## src/verilog/clock_gen_consts.svh

```systemverilog
`ifndef CLOCK_GEN_CONSTS_SVH
`define CLOCK_GEN_CONSTS_SVH
`define REG_CTRL0 12'h000
`define REG_CTRL1 12'h004
`define REG_CTRL2 12'h008
`define REG_CTRL3 12'h00c
`define REG_STATUS 12'h010
`define CTRL0_RST 32'h0000_0001
`define CTRL1_RST 32'h0000_0003
`define CTRL2_RST 32'h0000_0003
`define CTRL3_RST 32'h0000_0003
`define OSC_RST 4'h8
`define CFG_RST 13'h1f80
`define GEAR_SLOWEST 2'h3
`define GEAR_SETTLE 4'h4
`define PLL_MULT 2'h3
`define WARMUP_LEN0 17'h00004
`define WARMUP_LEN1 17'h00100
`define WARMUP_LEN2 17'h04000
`define WARMUP_LEN3 17'h10000
`endif

```

## src/verilog/clock_gen_pkg.sv

```systemverilog
package clock_gen_pkg;
  typedef struct packed {
    logic fastOscEnable;
    logic slowOscEnable;
    logic fastOscWeak;
    logic slowOscWeak;
  } osc_ctrl_s;
  typedef struct packed {
    logic [1:0] gearSelect;
    logic [1:0] warmupSelect;
    logic [1:0] lockupSelect;
    logic [1:0] periphDivide;
    logic periphSource;
    logic oscDivideBypass;
    logic clockOutSelect;
    logic clockOutDir;
    logic clockOutFunc;
  } clk_cfg_s;
  typedef enum logic [1:0] {
    TmrIdle,
    TmrWarmup,
    TmrLockup
  } timer_state_e;
endpackage

```

## src/verilog/system_clock_generator.sv

```systemverilog
// Behaviour
// - Reset gives fast osc on, slow osc off, gear slowest: gear input / 8.
// - PLL multiplies fast oscillator clock by four to make gear input.
// - PLL runs only if disable pin was High at reset release.
// - Bypassed PLL: divide bit resets 0 for half osc; 1 gives full osc.
// - Warm-up select picks 2^2, 2^8, 2^14 or 2^16 oscillator cycles.
// - Readable warm-up flag shows warm-up running and its completion.
// - Warm-up counter counts edges of the oscillator being settled.
// - Clock-out select: 0 slow clock, 1 system clock; STOP holds constant.
// - Pin outputs clock only when direction and function bits are 1.
// - Drive bits: 1 weak, 0 normal, both reset to 0.
// - Peripheral clock source gear out or in, divide 4, 2 or 1.
// - One shared timer; lock-up time default 2^16 cycles.
// - Lock counter starts with fast warm-up; flag 1 until lock.
// - Lock flag is undefined when PLL disable pin is Low.
// - Gear writes take effect only after several cycles.
//
// Local design decisions: the placing of the registers and the APB register port.
`timescale 1ns/1ps
`include "clock_gen_consts.svh"
module system_clock_generator
  import clock_gen_pkg::*;
(
  input wire logic core_clk,
  input wire logic rst_b,
  input wire logic psel,
  input wire logic penable,
  input wire logic pwrite,
  input wire logic [11:0] paddr,
  input wire logic [31:0] pwdata,
  output logic [31:0] prdata,
  output logic pready,
  output logic pslverr,
  input wire logic fastOscTick,
  input wire logic slowOscTick,
  input wire logic pll_disable_pin,
  input wire logic stopMode,
  output logic gearInputEn,
  output logic sysClkEn,
  output logic periphClkEn,
  output logic prescalerInputEn,
  output logic clock_out_pin,
  output logic clockOutPinEn,
  output logic pllRun,
  output logic high_speed_osc_enable,
  output logic low_speed_osc_enable,
  output logic fast_osc_weak_drive,
  output logic slow_osc_weak_drive
);
  // ==========================================================
  // Register bus
  // ==========================================================
  osc_ctrl_s osc_q, osc_d;
  clk_cfg_s cfg_q, cfg_d;
  logic startWarm;
  logic wr;
  logic [16:0] cnt_q, cnt_d;
  timer_state_e tmr_q, tmr_d;
  logic warmBusy_q, warmBusy_d;
  logic lockPend_q, lockPend_d;
  logic useFast_q, useFast_d;
  logic pllOn_q, pllOn_d;
  logic strapDone_q, strapDone_d;

  assign wr = psel & penable & pwrite;
  assign pready = 1'b1;
  assign pslverr = psel & penable & (paddr > `REG_STATUS);

  always_comb begin
    osc_d = osc_q;
    cfg_d = cfg_q;
    startWarm = 1'b0;
    if (wr) begin
      unique case (paddr)
        `REG_CTRL0: begin
          osc_d.fastOscEnable = pwdata[0];
          osc_d.slowOscEnable = pwdata[1];
          cfg_d.periphDivide = pwdata[5:4];
          startWarm = pwdata[8];
        end
        `REG_CTRL1: begin
          cfg_d.gearSelect = pwdata[1:0];
          cfg_d.periphSource = pwdata[4];
          cfg_d.oscDivideBypass = pwdata[5];
        end
        `REG_CTRL2: begin
          cfg_d.warmupSelect = pwdata[1:0];
          osc_d.fastOscWeak = pwdata[4];
          osc_d.slowOscWeak = pwdata[5];
        end
        `REG_CTRL3: begin
          cfg_d.lockupSelect = pwdata[1:0];
          cfg_d.clockOutSelect = pwdata[4];
          cfg_d.clockOutDir = pwdata[5];
          cfg_d.clockOutFunc = pwdata[6];
        end
        default: begin
        end
      endcase
    end
  end

  always_comb begin
    prdata = 32'h0000_0000;
    unique case (paddr)
      `REG_CTRL0: prdata = {26'h0, cfg_q.periphDivide, 2'h0,
                            osc_q.slowOscEnable, osc_q.fastOscEnable};
      `REG_CTRL1: prdata = {26'h0, cfg_q.oscDivideBypass,
                            cfg_q.periphSource, 2'h0, cfg_q.gearSelect};
      `REG_CTRL2: prdata = {26'h0, osc_q.slowOscWeak, osc_q.fastOscWeak,
                            2'h0, cfg_q.warmupSelect};
      `REG_CTRL3: prdata = {25'h0, cfg_q.clockOutFunc, cfg_q.clockOutDir,
                            cfg_q.clockOutSelect, 2'h0, cfg_q.lockupSelect};
      // Lock flag reads as plain state; it carries no meaning with PLL off.
      `REG_STATUS: prdata = {29'h0, pllOn_q, lockPend_q, warmBusy_q};
      default: prdata = 32'h0000_0000;
    endcase
  end

  always_ff @(posedge core_clk or negedge rst_b) begin
    if (!rst_b) begin
      osc_q <= osc_ctrl_s'(`OSC_RST);
      cfg_q <= clk_cfg_s'(`CFG_RST);
    end else begin
      osc_q <= osc_d;
      cfg_q <= cfg_d;
    end
  end

  // ==========================================================
  // PLL strap and shared warm-up / lock-up timer
  // ==========================================================
  function automatic logic [16:0] span(input logic [1:0] sel);
    unique case (sel)
      2'h0: span = `WARMUP_LEN0;
      2'h1: span = `WARMUP_LEN1;
      2'h2: span = `WARMUP_LEN2;
      2'h3: span = `WARMUP_LEN3;
    endcase
  endfunction

  logic oscTick;
  assign oscTick = useFast_q ? fastOscTick : slowOscTick;

  always_comb begin
    cnt_d = cnt_q;
    tmr_d = tmr_q;
    warmBusy_d = warmBusy_q;
    lockPend_d = lockPend_q;
    pllOn_d = pllOn_q;
    strapDone_d = 1'b1;
    useFast_d = useFast_q;
    if (!strapDone_q) begin
      pllOn_d = pll_disable_pin;
      tmr_d = pll_disable_pin ? TmrLockup : TmrIdle;
    end
    if (startWarm) begin
      useFast_d = osc_q.fastOscEnable;
      cnt_d = 17'h0;
      tmr_d = TmrWarmup;
      warmBusy_d = 1'b1;
      lockPend_d = osc_q.fastOscEnable & pllOn_q;
    end else if (tmr_q != TmrIdle && oscTick) begin
      cnt_d = cnt_q + 17'h1;
      if (tmr_q == TmrWarmup && cnt_d >= span(cfg_q.warmupSelect)) begin
        warmBusy_d = 1'b0;
        tmr_d = lockPend_q ? TmrLockup : TmrIdle;
      end
      if (cnt_d >= span(cfg_q.lockupSelect)) begin
        lockPend_d = 1'b0;
        if (tmr_q == TmrLockup) begin
          tmr_d = TmrIdle;
        end
      end
    end
  end

  always_ff @(posedge core_clk or negedge rst_b) begin
    if (!rst_b) begin
      cnt_q <= 17'h0;
      tmr_q <= TmrIdle;
      warmBusy_q <= 1'b0;
      lockPend_q <= 1'b1;
      pllOn_q <= 1'b0;
      strapDone_q <= 1'b0;
      useFast_q <= 1'b1;
    end else begin
      cnt_q <= cnt_d;
      tmr_q <= tmr_d;
      warmBusy_q <= warmBusy_d;
      lockPend_q <= lockPend_d;
      pllOn_q <= pllOn_d;
      strapDone_q <= strapDone_d;
      useFast_q <= useFast_d;
    end
  end

  // ==========================================================
  // Clock tree enables
  // ==========================================================
  // Each derived clock except the toggled clock_out_pin level is a one-cycle enable pulse on core_clk, so a
  // ratio change can only ever land between whole pulses.
  logic [1:0] pllPh_q, pllPh_d;
  logic halfPh_q, halfPh_d;
  logic gearIn;
  logic [2:0] gearCnt_q, gearCnt_d;
  logic [1:0] gearAct_q, gearAct_d;
  logic [3:0] settle_q, settle_d;
  logic [2:0] gearMask;
  logic gearOut;
  logic [1:0] perCnt_q, perCnt_d;
  logic perSrc;
  logic prescIn;
  logic sysTog_q, sysTog_d;
  logic slowTog_q, slowTog_d;
  logic outVal_q, outVal_d;
  logic outSel_q, outSel_d;

  always_comb begin
    pllPh_d = (pllPh_q != 2'h0) ? pllPh_q - 2'h1 : pllPh_q;
    halfPh_d = halfPh_q;
    if (fastOscTick) begin
      pllPh_d = `PLL_MULT;
      halfPh_d = ~halfPh_q;
    end
    if (pllOn_q) begin
      gearIn = fastOscTick | (pllPh_q != 2'h0);
    end else if (cfg_q.oscDivideBypass) begin
      gearIn = fastOscTick;
    end else begin
      gearIn = fastOscTick & halfPh_q;
    end
  end

  always_comb begin
    unique case (gearAct_q)
      2'h0: gearMask = 3'h0;
      2'h1: gearMask = 3'h1;
      2'h2: gearMask = 3'h3;
      2'h3: gearMask = 3'h7;
    endcase
    gearOut = gearIn & ((gearCnt_q & gearMask) == gearMask);
    gearCnt_d = gearCnt_q;
    gearAct_d = gearAct_q;
    settle_d = settle_q;
    if (gearAct_q != cfg_q.gearSelect) begin
      settle_d = (settle_q < `GEAR_SETTLE) ? settle_q + 4'h1 : settle_q;
      if (settle_q >= `GEAR_SETTLE && gearOut) begin
        gearAct_d = cfg_q.gearSelect;
        gearCnt_d = 3'h0;
        settle_d = 4'h0;
      end
    end else begin
      settle_d = 4'h0;
    end
    if (gearIn && gearAct_d == gearAct_q) begin
      gearCnt_d = gearOut ? 3'h0 : gearCnt_q + 3'h1;
    end
  end

  always_comb begin
    perSrc = cfg_q.periphSource ? gearIn : gearOut;
    perCnt_d = perCnt_q;
    if (perSrc) begin
      perCnt_d = perCnt_q + 2'h1;
    end
    unique case (cfg_q.periphDivide)
      2'h0: prescIn = perSrc & (perCnt_q == 2'h3);
      2'h1: prescIn = perSrc & perCnt_q[0];
      default: prescIn = perSrc;
    endcase
  end

  always_comb begin
    sysTog_d = gearOut ? ~sysTog_q : sysTog_q;
    slowTog_d = slowOscTick ? ~slowTog_q : slowTog_q;
    outSel_d = outSel_q;
    if (sysTog_q == slowTog_q) begin
      outSel_d = cfg_q.clockOutSelect;
    end
    outVal_d = outVal_q;
    if (!stopMode) begin
      outVal_d = outSel_q ? sysTog_q : slowTog_q;
    end
  end

  always_ff @(posedge core_clk or negedge rst_b) begin
    if (!rst_b) begin
      pllPh_q <= 2'h0;
      halfPh_q <= 1'b0;
      gearCnt_q <= 3'h0;
      gearAct_q <= `GEAR_SLOWEST;
      settle_q <= 4'h0;
      perCnt_q <= 2'h0;
      sysTog_q <= 1'b0;
      slowTog_q <= 1'b0;
      outVal_q <= 1'b0;
      outSel_q <= 1'b0;
    end else begin
      pllPh_q <= pllPh_d;
      halfPh_q <= halfPh_d;
      gearCnt_q <= gearCnt_d;
      gearAct_q <= gearAct_d;
      settle_q <= settle_d;
      perCnt_q <= perCnt_d;
      sysTog_q <= sysTog_d;
      slowTog_q <= slowTog_d;
      outVal_q <= outVal_d;
      outSel_q <= outSel_d;
    end
  end

  assign gearInputEn = gearIn;
  assign sysClkEn = gearOut;
  assign periphClkEn = perSrc;
  assign prescalerInputEn = prescIn;
  assign clockOutPinEn = cfg_q.clockOutDir & cfg_q.clockOutFunc;
  assign clock_out_pin = clockOutPinEn & outVal_q;
  assign pllRun = pllOn_q;
  assign high_speed_osc_enable = osc_q.fastOscEnable;
  assign low_speed_osc_enable = osc_q.slowOscEnable;
  assign fast_osc_weak_drive = osc_q.fastOscWeak;
  assign slow_osc_weak_drive = osc_q.slowOscWeak;
endmodule // system_clock_generator
```

## config.mk

```make
export PLATFORM = sky130hd
export DESIGN_NAME = system_clock_generator
export DESIGN_NICKNAME = d
export VERILOG_FILES = /design/src/verilog/clock_gen_pkg.sv /design/src/verilog/system_clock_generator.sv
export VERILOG_INCLUDE_DIRS = /design/src /design/src/verilog
export SDC_FILE = /design/constraint.sdc
export NUM_CORES = 1
export LEC_CHECK = 0
export BUFFER_PORTS_ARGS = -buffer_cell sky130_fd_sc_hd__buf_4
export CAP_MARGIN = 30
export CORE_MARGIN = 2
export CORE_UTILIZATION = 50
export DETAILED_ROUTE_END_ITERATION = 6
export PLACE_DENSITY = 0.82
export SLEW_MARGIN = 20
export SYNTH_ARGS = -nofsm -noshare
export SYNTH_HDL_FRONTEND = slang
export SYNTH_SLANG_ARGS = --single-unit
```

## constraint.sdc

```tcl
create_clock -name core_clk -period 3 [get_ports core_clk]
set_input_delay 0.15 -clock core_clk [delete_from_list [all_inputs] [get_ports core_clk]]
set_output_delay 0.15 -clock core_clk [all_outputs]
set_load 0.02 [all_outputs]
```

==> Word-level counts from Yosys, hierarchy flattened <==
Cells that the tools add are included.
{ "totals": {"ramBits": 0, "romBits": 0, "memories": 0, "latchBits": 0, "register_bits": 59, "wordCells": 144} }
{ "op_classes": {"n_mux": 43, "order_cmp": 5, "div_mod_pow": 0, "n_eq_ne": 22, "shifts": 0, "n_reduce_logical": 24, "addsub": 5, "multipliers": 0, "bitwise_logic": 15} }
{ "op_table": {"columns": ["cell", "count"], "rows": [
  ["case mux 17 bit (4 select lines)", 2],
  ["two-way mux 17 bit", 6],
  ["case mux 7 bit (5 select lines)", 1],
  ["greater-or-equal comparator 17 bit", 2],
  ["equality test 12 x 4 -> 1 bit, second input constant", 2],
  ["two-way mux 2 bit", 12],
  ["adder 17 x 1 -> 17 bit, second input constant", 1],
  ["equality test 2 bit, second input constant", 8],
  ["nonzero test 2 bit", 8],
  ["AND reduction 2 bit", 7],
  ["two-way mux 1 bit", 13],
  ["equality test 12 x 3 -> 1 bit, second input constant", 1],
  ["equality test 12 x 5 -> 1 bit, second input constant", 1],
  ["> comparator 12 x 5 -> 1 bit, second input constant", 1],
  ["zero test 12 bit", 1],
  ["two-way mux 3 bit", 4],
  ["two-way mux 4 bit", 3],
  ["case mux 3 bit (4 select lines)", 1],
  ["AND 1 bit", 10],
  ["equality test 2 x 1 -> 1 bit, second input constant", 5],
  ["zero test 2 bit", 4],
  ["adder 4 x 1 -> 4 bit, second input constant", 1],
  ["greater-or-equal comparator 4 x 3 -> 1 bit, second input constant", 1],
  ["logical AND 1 bit", 4],
  ["13 further kinds", 15]
]} }

==> Depth between registers and ports, before layout <==
Gate-level depths: netlist of the first run.
{ "logic_depth": {"depth_word": 12, "mapped_depth": 12, "ltp_nobuf": 11} }

==> Least setup slack after synthesis of the first run <==
OpenSTA, ideal clock, no wires.
{ "synth_timing": {"path_type": "reg-to-reg", "start": "register cnt_q[0]", "end": "register tmr_q[1]", "period_less_slack_ns": 2.693, "stages_incl_launch_ff": 12, "n_path_buf": 1, "t_arrival_ns": 2.572, "path_slack_ns": 0.307, "setup_time_ns": 0.120, "path_cell_list": "dfrtp_1 > ha_1 > buf_2 > nand4_1 > nor2_1 > xor2_1 > ha_1 > a41oi_1 > a311oi_2 > o311ai_4 > o21ai_0 > o211a_1"} }
{ "synth_via": {"elab_chain_len": 8, "elab_cells_between_ends": 9} }
{ "synth_lines": {"columns": ["element", "line", "text"], "rows": [
  ["start: declaration", "system_clock_generator.sv:57", "logic [16:0] cnt_q, cnt_d;"],
  ["start signal: assignment", "system_clock_generator.sv:188", "cnt_q <= cnt_d;"],
  ["adder 17 x 1 -> 17 bit (*)", "system_clock_generator.sv:164", "cnt_d = cnt_q + 17'h1;"],
  ["greater-or-equal comparator 17 bit", "system_clock_generator.sv:165", "if (tmr_q == TmrWarmup && cnt_d >= span(cfg_q.warmupSelect)) begin"],
  ["logical AND 1 bit", "system_clock_generator.sv:165", null],
  ["two-way mux 2 bit", "system_clock_generator.sv:165", null],
  ["two-way mux 2 bit", "system_clock_generator.sv:171", "if (tmr_q == TmrLockup) begin"],
  ["two-way mux 2 bit (*)", "system_clock_generator.sv:169", "if (cnt_d >= span(cfg_q.lockupSelect)) begin"],
  ["two-way mux 2 bit (*)", "system_clock_generator.sv:163", "end else if (tmr_q != TmrIdle && oscTick) begin"],
  ["two-way mux 2 bit (*)", "system_clock_generator.sv:157", "if (startWarm) begin"],
  ["via tmr_d[1]", "system_clock_generator.sv:58", "timer_state_e tmr_q, tmr_d;"],
  ["end signal: assignment", "system_clock_generator.sv:181", "tmr_q <= TmrIdle;"],
  ["end signal: assignment", "system_clock_generator.sv:189", "tmr_q <= tmr_d;"],
  ["end: declaration", "system_clock_generator.sv:58", null]
]} }
The timed path passes the listed nets; every way through them passes the cells marked *.
A chain may end at the register's enable or synchronous reset.

==> Worst setup path after layout of the first run <==
{ "layout_timing": {"start": "register cnt_q[3]", "end": "register tmr_q[1]"} }
The elaborated chain is that of the path after synthesis.

==> results of run 1 <==
-- Yosys cell counts, types with 3 or more instances --
| library cell | instances |
|---|---|
| a21oi_1 | 3 |
| and2_1 | 4 |
| and3_1 | 6 |
| buf_2 | 7 |
| buf_4 | 29 |
| clkbuf_1 | 5 |
| dfrtp_1 | 48 |
| dfstp_2 | 11 |
| ha_1 | 11 |
| inv_1 | 9 |
| mux2_2 | 22 |
| mux2i_1 | 3 |
| mux4_2 | 4 |
| nand2_1 | 38 |
| nand2b_1 | 5 |
| nand3_1 | 8 |
| nand4_1 | 9 |
| nor2_1 | 41 |
| nor2b_1 | 5 |
| nor3_1 | 6 |
| nor3b_2 | 3 |
| nor4_1 | 5 |
| o21ai_0 | 12 |
| xnor2_1 | 15 |
| xor2_1 | 20 |
-- worst max-delay path by stage --
stage / depth (start not counted) / from / to / slack [ns]
6_report: 9 / cnt_q[3]$_DFFE_PN0P_ / tmr_q[1]$_DFF_PN0_ / 0.26
3_3_place_gp: 10 / cnt_q[0]$_DFFE_PN0P_ / tmr_q[1]$_DFF_PN0_ / 0.30
4_1_cts: 10 / cnt_q[0]$_DFFE_PN0P_ / tmr_q[1]$_DFF_PN0_ / 0.17
2_1_floorplan: 11 / cnt_q[0]$_DFFE_PN0P_ / tmr_q[1]$_DFF_PN0_ / 0.31
3_5_place_dp: 10 / cnt_q[0]$_DFFE_PN0P_ / tmr_q[1]$_DFF_PN0_ / 0.21
5_1_grt: 10 / cnt_q[1]$_DFFE_PN0P_ / tmr_q[1]$_DFF_PN0_ / 0.04
-- metrics by stage --
stage,total power [uW],hold WS [ns],instance area [sq um],util (%),cells
floorplan,1630,-0.146,3840,-,400
global placement,1770,0.257,4100,56.5,512
detailed placement,1820,0.259,4100,56.5,512
CTS,2660,0.0206,4360,60.1,532
global route,2800,0.0220,4370,60.2,533
finish,2640,0.0241,4370,60.2,533
-- sequential cells by signal, summed over array words and instances, names as in the netlist --
name and cells:
fast_osc_weak_drive 1, outVal_q 1, strapDone_q 1, gearCnt_q 3, tmr_q 2, pllPh_q 2
cfg_q 13, slow_osc_weak_drive 1, sysTog_q 1, low_speed_osc_enable 1, slowTog_q 1, settle_q 4
outSel_q 1, cnt_q 17, warmBusy_q 1, lockPend_q 1, useFast_q 1, gearAct_q 2
high_speed_osc_enable 1, perCnt_q 2, halfPh_q 1, pllRun 1
-- area by class of cell --
class	count	area [sq um]
Clock buffer	9	124
Sequential cell	59	1490
Tap cell	99	124
Multi-Input combinational cell	290	2040
Inverter	9	33.8
Timing Repair Buffer	60	460
Clock inverter	7	100
Fill cell	578	2880
-- per-layer routing --
layer | share of wire (%) | wire (um) | global-route usage [%] | vias up
li1 | - | - | - | 1366
met1 | 41 | 3220 | 25.5 | 1420
met2 | 51 | 4030 | 35.1 | 97
met3 | 6.6 | 524 | 5.68 | 16
met4 | 1.7 | 137 | 9.23 | 0
met5 | 0 | 0 | 0 | -
-- what timing repair did --
action | 4_1_cts | 5_1_grt
endpoints found under the hold margin | 51 | 0
hold buffers | 4 | 0
endpoints found under the setup margin | 0 | 1
resized for setup | 0 | 1
-- kinds of logic after synthesis --
logic type | count (synthesis)
buffers and inverters | 51
multiplexers | 29
adder cells (fa/ha/maj) | 13
XOR/XNOR | 35
AND/OR/NAND/NOR | 145
flip-flops | 59
AO/OA/AOI/OAI | 40
other | 2
-- critical path: stages (launching register included) --
cell and delay, ns:
dfrtp_1 0.47, nand3_2 0.22, buf_4 0.22, or4_4 0.54, nor2_1 0.15, xnor2_1 0.20
nand2_1 0.10, a221oi_1 0.43, o31a_1 0.18, o211a_1 0.17
-- report_power, final --
part	internal (uW)	total, uW	switching [uW]
Clock	472	824	352
Sequential	928	1080	149
Combinational	338	741	403
==> impl_metrics.toml, run 1 <==
[hold_path]
hold_class = "in -> reg"
worstHoldStart = "pwdata[6]"
min_to = "cfg_q[0]$_DFFE_PN0P_"
holdPathStages = 2

[synthesis]
ys_types = 62
synth_top_family_by_area = "simple AND/OR/NAND/NOR gates"
synth_edf_count = 0
synth-async-reset-ratio_pct = 100
synth.ff_latch_count = 59
synthCells = 374
yosys.area.top_type_share_pct = 32.1
synthAdderAreaFrac_pct = 4.24
synth-xor-area-share_pct = 8.19
syn_avg_cell_area_sq_um = 10.0
muxShareOfSynthArea_pct = 9.82
synth_compound_area_share_pct = 8.59
ys_top_cells_by_area = "dfrtp_1, dfstp_2, mux2_2, buf_4, xor2_1"
syn-cell-area_sq_um = 3740
synthSimpleGateAreaFrac_pct = 20.7
ys_seq_area_share_pct = 39.8
synth_top_cell_by_area = "dfrtp_1"
yosysWarnings = 0
ys.flop_type = "dfrtp_1"

[timing]
setup_slack_ns = 0.265
period_share_pct = 91.2
final-hold-violation-count = 0
fmax_mhz = 366
relSlewSlack_pct = 50.7
tns_ns = 0
tightest_slew_ns = 0.740
skew_ns = 0.00678
rsz0062_at_grt = "no"
min_period_ns = 2.74
maxSlewViolCount = 0
setup_violations = 0

[routing]
vias = 2899
wire_per_inst_um = 14.8
route.detailed.drc = 0
first_pass_iters = 5
drt_wl_total_um = 7910
drt_first_iter_violations = 200
ant_nets = 0
vias_per_cell = 5.44

[finish]
layout-drive-gt1-share_pct = 29.5
layout_common_cells = "buf_4, dfrtp_1, nor2_1"
syn_to_final_growth_pct = 16.7
final_common_cell = "buf_4"
insertedDiodeCount = 0
fin_nets = 493

[place]
preCtsSetupSlack_ns = 0.210
port_buffers = 44
hpwl_um = 5650
routabilityCongestion = 0.849

[clocking]
htree_levels = 3
cts_sinks = 59
cts-root-buf = "clkbuf_8"
post_cts_buffers = 0
clk_path_buf_depth = 2
cts_tree = "yes"
clk_pin_slew_ns = 0.08
cts_inserted_buffers = 9
clk_latency_ns = 0.36

[die]
top_level_ports = 98
fp-row-count = 31
core_area_sq_um = 7250
initial_core_util_pct = 51.6
fp.dieW_um = 90.5
die_h_um = 90.5
dieArea_sq_um = 8200

[critical_path]
critPathMaxFanout = 9
startpoint_type = "register"
r2r-start = "cnt_q[3]$_DFFE_PN0P_"
worstSetupPathType = "reg -> reg"
regToRegSetupSlack_ns = 0.26
reg2reg_depth = 9
endpoint_kind = "register"
crit_arrival_ns = 3.03
r2r_end = "tmr_q[1]$_DFF_PN0_"
required_ns = 3.29

[global_route]
grt_overflow_total = 0
grt_pass1_wl_um = 13800
track_usage_pct = 21.0
grt_max_degree = 60
antenna_found_initial = 0
grt_pass1_vias = 2896

[pwr]
p_per_area_nw_per_um2 = 605
leakage_uw = 0.00200
peakVddDrop_mv = 0.265

[outcome]
status = "finished clean"

[run]
timing.max_cap.violations = 0
No activity file was read; power rests on OpenSTA's default activity.
==> run 2: changes to the inputs <==
BUFFER_PORTS_ARGS = default   (was -buffer_cell sky130_fd_sc_hd__buf_4)
CAP_MARGIN = 20   (was 30)
CORE_UTILIZATION = 53   (was 50)
DONT_BUFFER_PORTS = 1   (was default)
PLACE_DENSITY = 0.74   (was 0.82)
==> run 2 against run 1 <==
Critical path depth is 1 lower. Sequential share of layout area is 2.4 points higher. Final cell count fell by 7.1%. Sequential power about the same. Non-clock buffer count fell by 35. Count of clock-buffer cells in the layout is 2 higher. Routed wire length is 7.1% lower. Maximum frequency fell by 0.47%.
==> impl_metrics.toml, run 2 (synthesis gave the netlist of run 1 again) <==
[outcome]
status = "finished clean"

[finish]
layout_common_cells = "dfrtp_1, nor2_1, nand2_1"
insertedDiodeCount = 0
fin_nets = 458
multi_input_area_sq_um = 2040
top_register = "cnt_q"
largest_register_ffs = 17
final_common_cell = "dfrtp_1"
fin_util_pct = 59.6
fill_cells = 587
syn_to_final_growth_pct = 8.79
layout-drive-gt1-share_pct = 21.1
top_regs = "cnt_q x17, cfg_q x13, settle_q x4"
final-seq-area_sq_um = 1490

[global_route]
grt_pass1_vias = 2561
antenna_found_initial = 0
grt_pass1_wl_um = 12300
grt_max_degree = 60
grt_overflow_total = 0
track_usage_pct = 20.6

[routing]
vias = 2684
first_pass_iters = 4
drt_first_iter_violations = 187
ant_nets = 0
vias_per_cell = 5.42
wire_per_inst_um = 14.8
route.detailed.drc = 0
drt_wl_total_um = 7350

[place]
port_buffers = 0
routabilityCongestion = 0.858
hpwl_um = 5280

[pwr]
p_per_area_nw_per_um2 = 581
peakVddDrop_mv = 0.276
leakage_uw = 0.00180

[clocking]
htree_levels = 3
cts-root-buf = "clkbuf_8"
cts_sinks = 59
clk_pin_slew_ns = 0.07
clk_latency_ns = 0.34
hold_buffers = 11
cts_inserted_buffers = 9
clk_path_buf_depth = 2
cts-resized-gates = 0
cts_tree = "yes"
post_cts_buffers = 0

[critical_path]
required_ns = 3.23
crit_start = "cnt_q[3]$_DFFE_PN0P_"
startpoint_type = "register"
worstSetupPathType = "reg -> reg"
endpoint_kind = "register"
slowest_delay_ns = 0.48
critPathMaxFanout = 9
crit_slowest_cell = "dfrtp_1"
crit_arrival_ns = 2.98
r2r-start = "cnt_q[3]$_DFFE_PN0P_"
crit_chain = "nand3_2 -> nor4_1 -> or3b_1 -> a32oi_2 -> a311oi_2 -> o311ai_4 -> o21ai_0 -> o211a_1"

[die]
top_level_ports = 98
initial_core_util_pct = 54.8
dieArea_sq_um = 7750
core_area_sq_um = 6830
die_h_um = 88.1
fp.dieW_um = 88.1
fp-row-count = 30

[run]
timing.max_cap.violations = 0

[timing]
rsz0062_at_grt = "no"
setup_violations = 0
period_share_pct = 91.6
final-hold-violation-count = 0
fmax_mhz = 364
tns_ns = 0
tightest_slew_ns = 0.686
skew_ns = 0.00780
relSlewSlack_pct = 54.0
maxSlewViolCount = 0
min_period_ns = 2.75

[hold_path]
hold_class = "in -> reg"
worstHoldStart = "pwdata[8]"
==> run 2: cell types whose count changed in the layout (fill, tap and decap cells not counted), moves of 2 or more <==
cell           change
clkinv_4           -3
dlygate4sd3_1      +6
clkinvlp_4         +2
bufinv_16          -2
clkbuf_1           +2
clkinv_2           +2
buf_4             -42
==> run 2: final cells by class <==
type,count,area share [%]
Timing Repair Buffer,25,5.71
Sequential cell,59,36.6
Clock inverter,5,0.737
Tap cell,96,2.95
Clock buffer,11,3.22
Multi-Input combinational cell,290,50.0
Inverter,9,0.829
==> run 2: final timing paths <==
| check | endpoint | slack [ns] | cells after the start |
|---|---|---|---|
| worst max register to register | tmr_q[1]$_DFF_PN0_ | 0.25 | 8 |
| max in group asynchronous | cfg_q[12]$_DFFE_PN1P_ | 2.35 | 2 |
| min in group asynchronous | cnt_q[12]$_DFFE_PN0P_ | 0.34 | 2 |
| worst max-delay path | tmr_q[1]$_DFF_PN0_ | 0.25 | 8 |
| worst min register to register | useFast_q$_DFFE_PN1P_ | 0.47 | 2 |
| worst min-delay path | tmr_q[0]$_DFF_PN0_ | 0.02 | 2 |
==> run 2: per-stage QoR <==
stage                     hold slack, ns  cells  power (uW)  setup slack (ns)  area [sq um]
after floorplan                   -0.146    400        1630             0.307          3840
after global placement            -0.144    468        1710             0.308          3780
after detailed placement          -0.144    468        1740             0.254          3780
after CTS                        0.00732    495        2390             0.260          4070
after global routing              0.0284    495        2530            0.0813          4070
final                             0.0202    495        2370             0.252          4070
==> run 2: routing by layer <==
layer	up-vias	global-route usage [%]	part of all wire [%]
met2	84	32.4	47
met5	-	0	0
met1	1289	26.8	45
met4	0	9.64	2.4
met3	15	5.28	5.4
li1	1296	-	-
==> run 2: worst max-delay path, delay by kind of cell (launching register included) <==
family | cells | cell delay (ns)
flip-flops | 1 | 0.48
AND/OR/NAND/NOR | 3 | 1.02
AO/OA/AOI/OAI | 5 | 1.14
==> run 2: where the power goes <==
part	internal, uW	leakage [uW]	switching [uW]
Sequential	927	0.000745	140
Clock	295	0.0000791	321
Combinational	310	0.000972	375
Total	1530	0.00180	836
==> run 3: changes to the inputs <==
clock period = 3.1 ns   (was 3 ns; I/O delays follow)
==> run 3 against run 2 <==
Final area up 1.5%. Critical endpoint unchanged. Sequential share of layout area fell by 0.54 points. Critical path type unchanged. Highest routed layer unchanged. Non-clock buffer count is 1 lower. Sequential power about the same.
==> impl_metrics.toml, run 3 (synthesis gave the netlist of run 1 again) <==
[critical_path]
startpoint_type = "register"
path_delay_family = "compound AO/OA/AOI/OAI gates"
cp_common_cell = "ha_1"
endpoint_kind = "register"
worstSetupPathType = "reg -> reg"
slowest_delay_ns = 0.47
required_ns = 3.34
worst-path-buf-inv = 0
crit_slowest_cell = "dfrtp_1"
crit_arrival_ns = 3.01
critPathMaxFanout = 5
crit_chain = "ha_1 -> nand4_1 -> nor2_1 -> xor2_1 -> ha_1 -> a41oi_1 -> a311oi_2 -> o311ai_4 -> o21ai_0 -> o211a_1"

[routing]
met1_length_um = 3310
wl_met2_um = 3500
wire_per_inst_um = 15.1
drt_wl_total_um = 7450
vias_per_cell = 5.43
route.detailed.drc = 0
ant_nets = 0
maxUsedRoutingLayer = "met4"
vias = 2687
dr_wl_met3_um = 490
first_pass_iters = 4
drt_first_iter_violations = 113

[place]
port_buffers = 0
hpwl_um = 5220
routabilityCongestion = 0.849

[pwr]
leakage_uw = 0.00182
p_sw_uw = 827
switching_share_pct = 32.9
power_frac_comb_pct = 26.2
p_int_uw = 1690
p_seq_share_pct = 41.4
peakVddDrop_mv = 0.363
p_clk_share_pct = 32.4
p_per_area_nw_per_um2 = 608

[finish]
fin_nets = 457
layout-drive-gt1-share_pct = 21.1
multi_input_area_sq_um = 2040
largest_register_ffs = 17
final_common_cell = "dfrtp_1"
top_regs = "cnt_q x17, cfg_q x13, settle_q x4"
final-seq-area_sq_um = 1490
top_register = "cnt_q"
fill_cells = 569
syn_to_final_growth_pct = 10.4
layout_common_cells = "dfrtp_1, nor2_1, nand2_1"

[clocking]
clk_latency_ns = 0.35
cts-resized-gates = 0
htree_levels = 3
cts_inserted_buffers = 9
post_cts_buffers = 0
cts-root-buf = "clkbuf_8"
hold_buffers = 11
cts_sinks = 59
clk_pin_slew_ns = 0.07
cts_tree = "yes"
clk_path_buf_depth = 2

[hold_path]
hold_class = "in -> reg"

[die]
dieArea_sq_um = 7750
top_level_ports = 98
initial_core_util_pct = 54.8
fp-row-count = 30
core_area_sq_um = 6830
fp.dieW_um = 88.1
die_h_um = 88.1

[run]
timing.max_cap.violations = 0

[timing]
maxSlewViolCount = 0
relSlewSlack_pct = 53.1
tightest_slew_ns = 0.699
tns_ns = 0
rsz0062_at_grt = "no"
fmax_mhz = 362
period_share_pct = 89.1
skew_ns = 0.0107
final-hold-violation-count = 0
setup_violations = 0
min_period_ns = 2.76
hold_ws_ns = 0.0178

[global_route]
grt_pass1_wl_um = 12400
grt_pass1_vias = 2547
antenna_found_initial = 1
grt_overflow_total = 0
track_usage_pct = 20.8
grt_max_degree = 60

[outcome]
status = "finished clean"
[run 3: cell count changes in the layout (fill, tap and decap cells not counted), sizes merged]
cell / change
clkinv: -2
buf: -1
clkinvlp: -1
clkbuf: +1
bufinv: +2
diode: +1
[run 3: path summary, 6_finish.rpt]
path	start	end	slack [ns]	cells after the start
max in group asynchronous	rst_b	cfg_q[8]$_DFFE_PN1P_	2.45	2
min	pwdata[8]	tmr_q[0]$_DFF_PN0_	0.02	2
max	cnt_q[0]$_DFFE_PN0P_	tmr_q[1]$_DFF_PN0_	0.34	10
max reg2reg	cnt_q[0]$_DFFE_PN0P_	tmr_q[1]$_DFF_PN0_	0.34	10
min reg2reg	useFast_q$_DFFE_PN1P_	useFast_q$_DFFE_PN1P_	0.47	2
min in group asynchronous	rst_b	cnt_q[12]$_DFFE_PN0P_	0.34	2
[run 3: final cells by class]
cell class              count  area share (%)
diodes                      1          0.0605
repair buffers             24            5.45
clock buffers              12            3.75
flip-flops and latches     59            36.0
inverters                   9           0.817
clock inverters             4            1.75
well taps                  96            2.90
multi-input cells         290            49.2
[run 3: power by group through the flow]
stage | clock network [uW] | registers (uW) | logic, uW
2_1_floorplan | 0 | 990 | 588
3_3_place_gp | 0 | 1050 | 599
3_5_place_dp | 0 | 1050 | 616
4_1_cts | 826 | 1040 | 665
5_1_grt | 854 | 1060 | 750
6_report | 815 | 1040 | 658
[run 3: per-stage QoR]
stage	cells	utilization (%)	power [uW]	instance area [sq um]	setup WS [ns]
2_1_floorplan	400	-	1580	3840	0.407
3_3_place_gp	467	55.3	1640	3780	0.366
3_5_place_dp	467	55.3	1670	3780	0.340
4_1_cts	494	60.5	2530	4130	0.320
5_1_grt	495	60.5	2670	4140	0.0842
6_report	495	60.5	2510	4140	0.337
[run 3: metal layers]
metal | global-route usage [%] | up-vias
met5 | 0 | -
met4 | 9.92 | 0
met3 | 5.09 | 15
met2 | 31.3 | 87
met1 | 28.5 | 1294
li1 | - | 1291
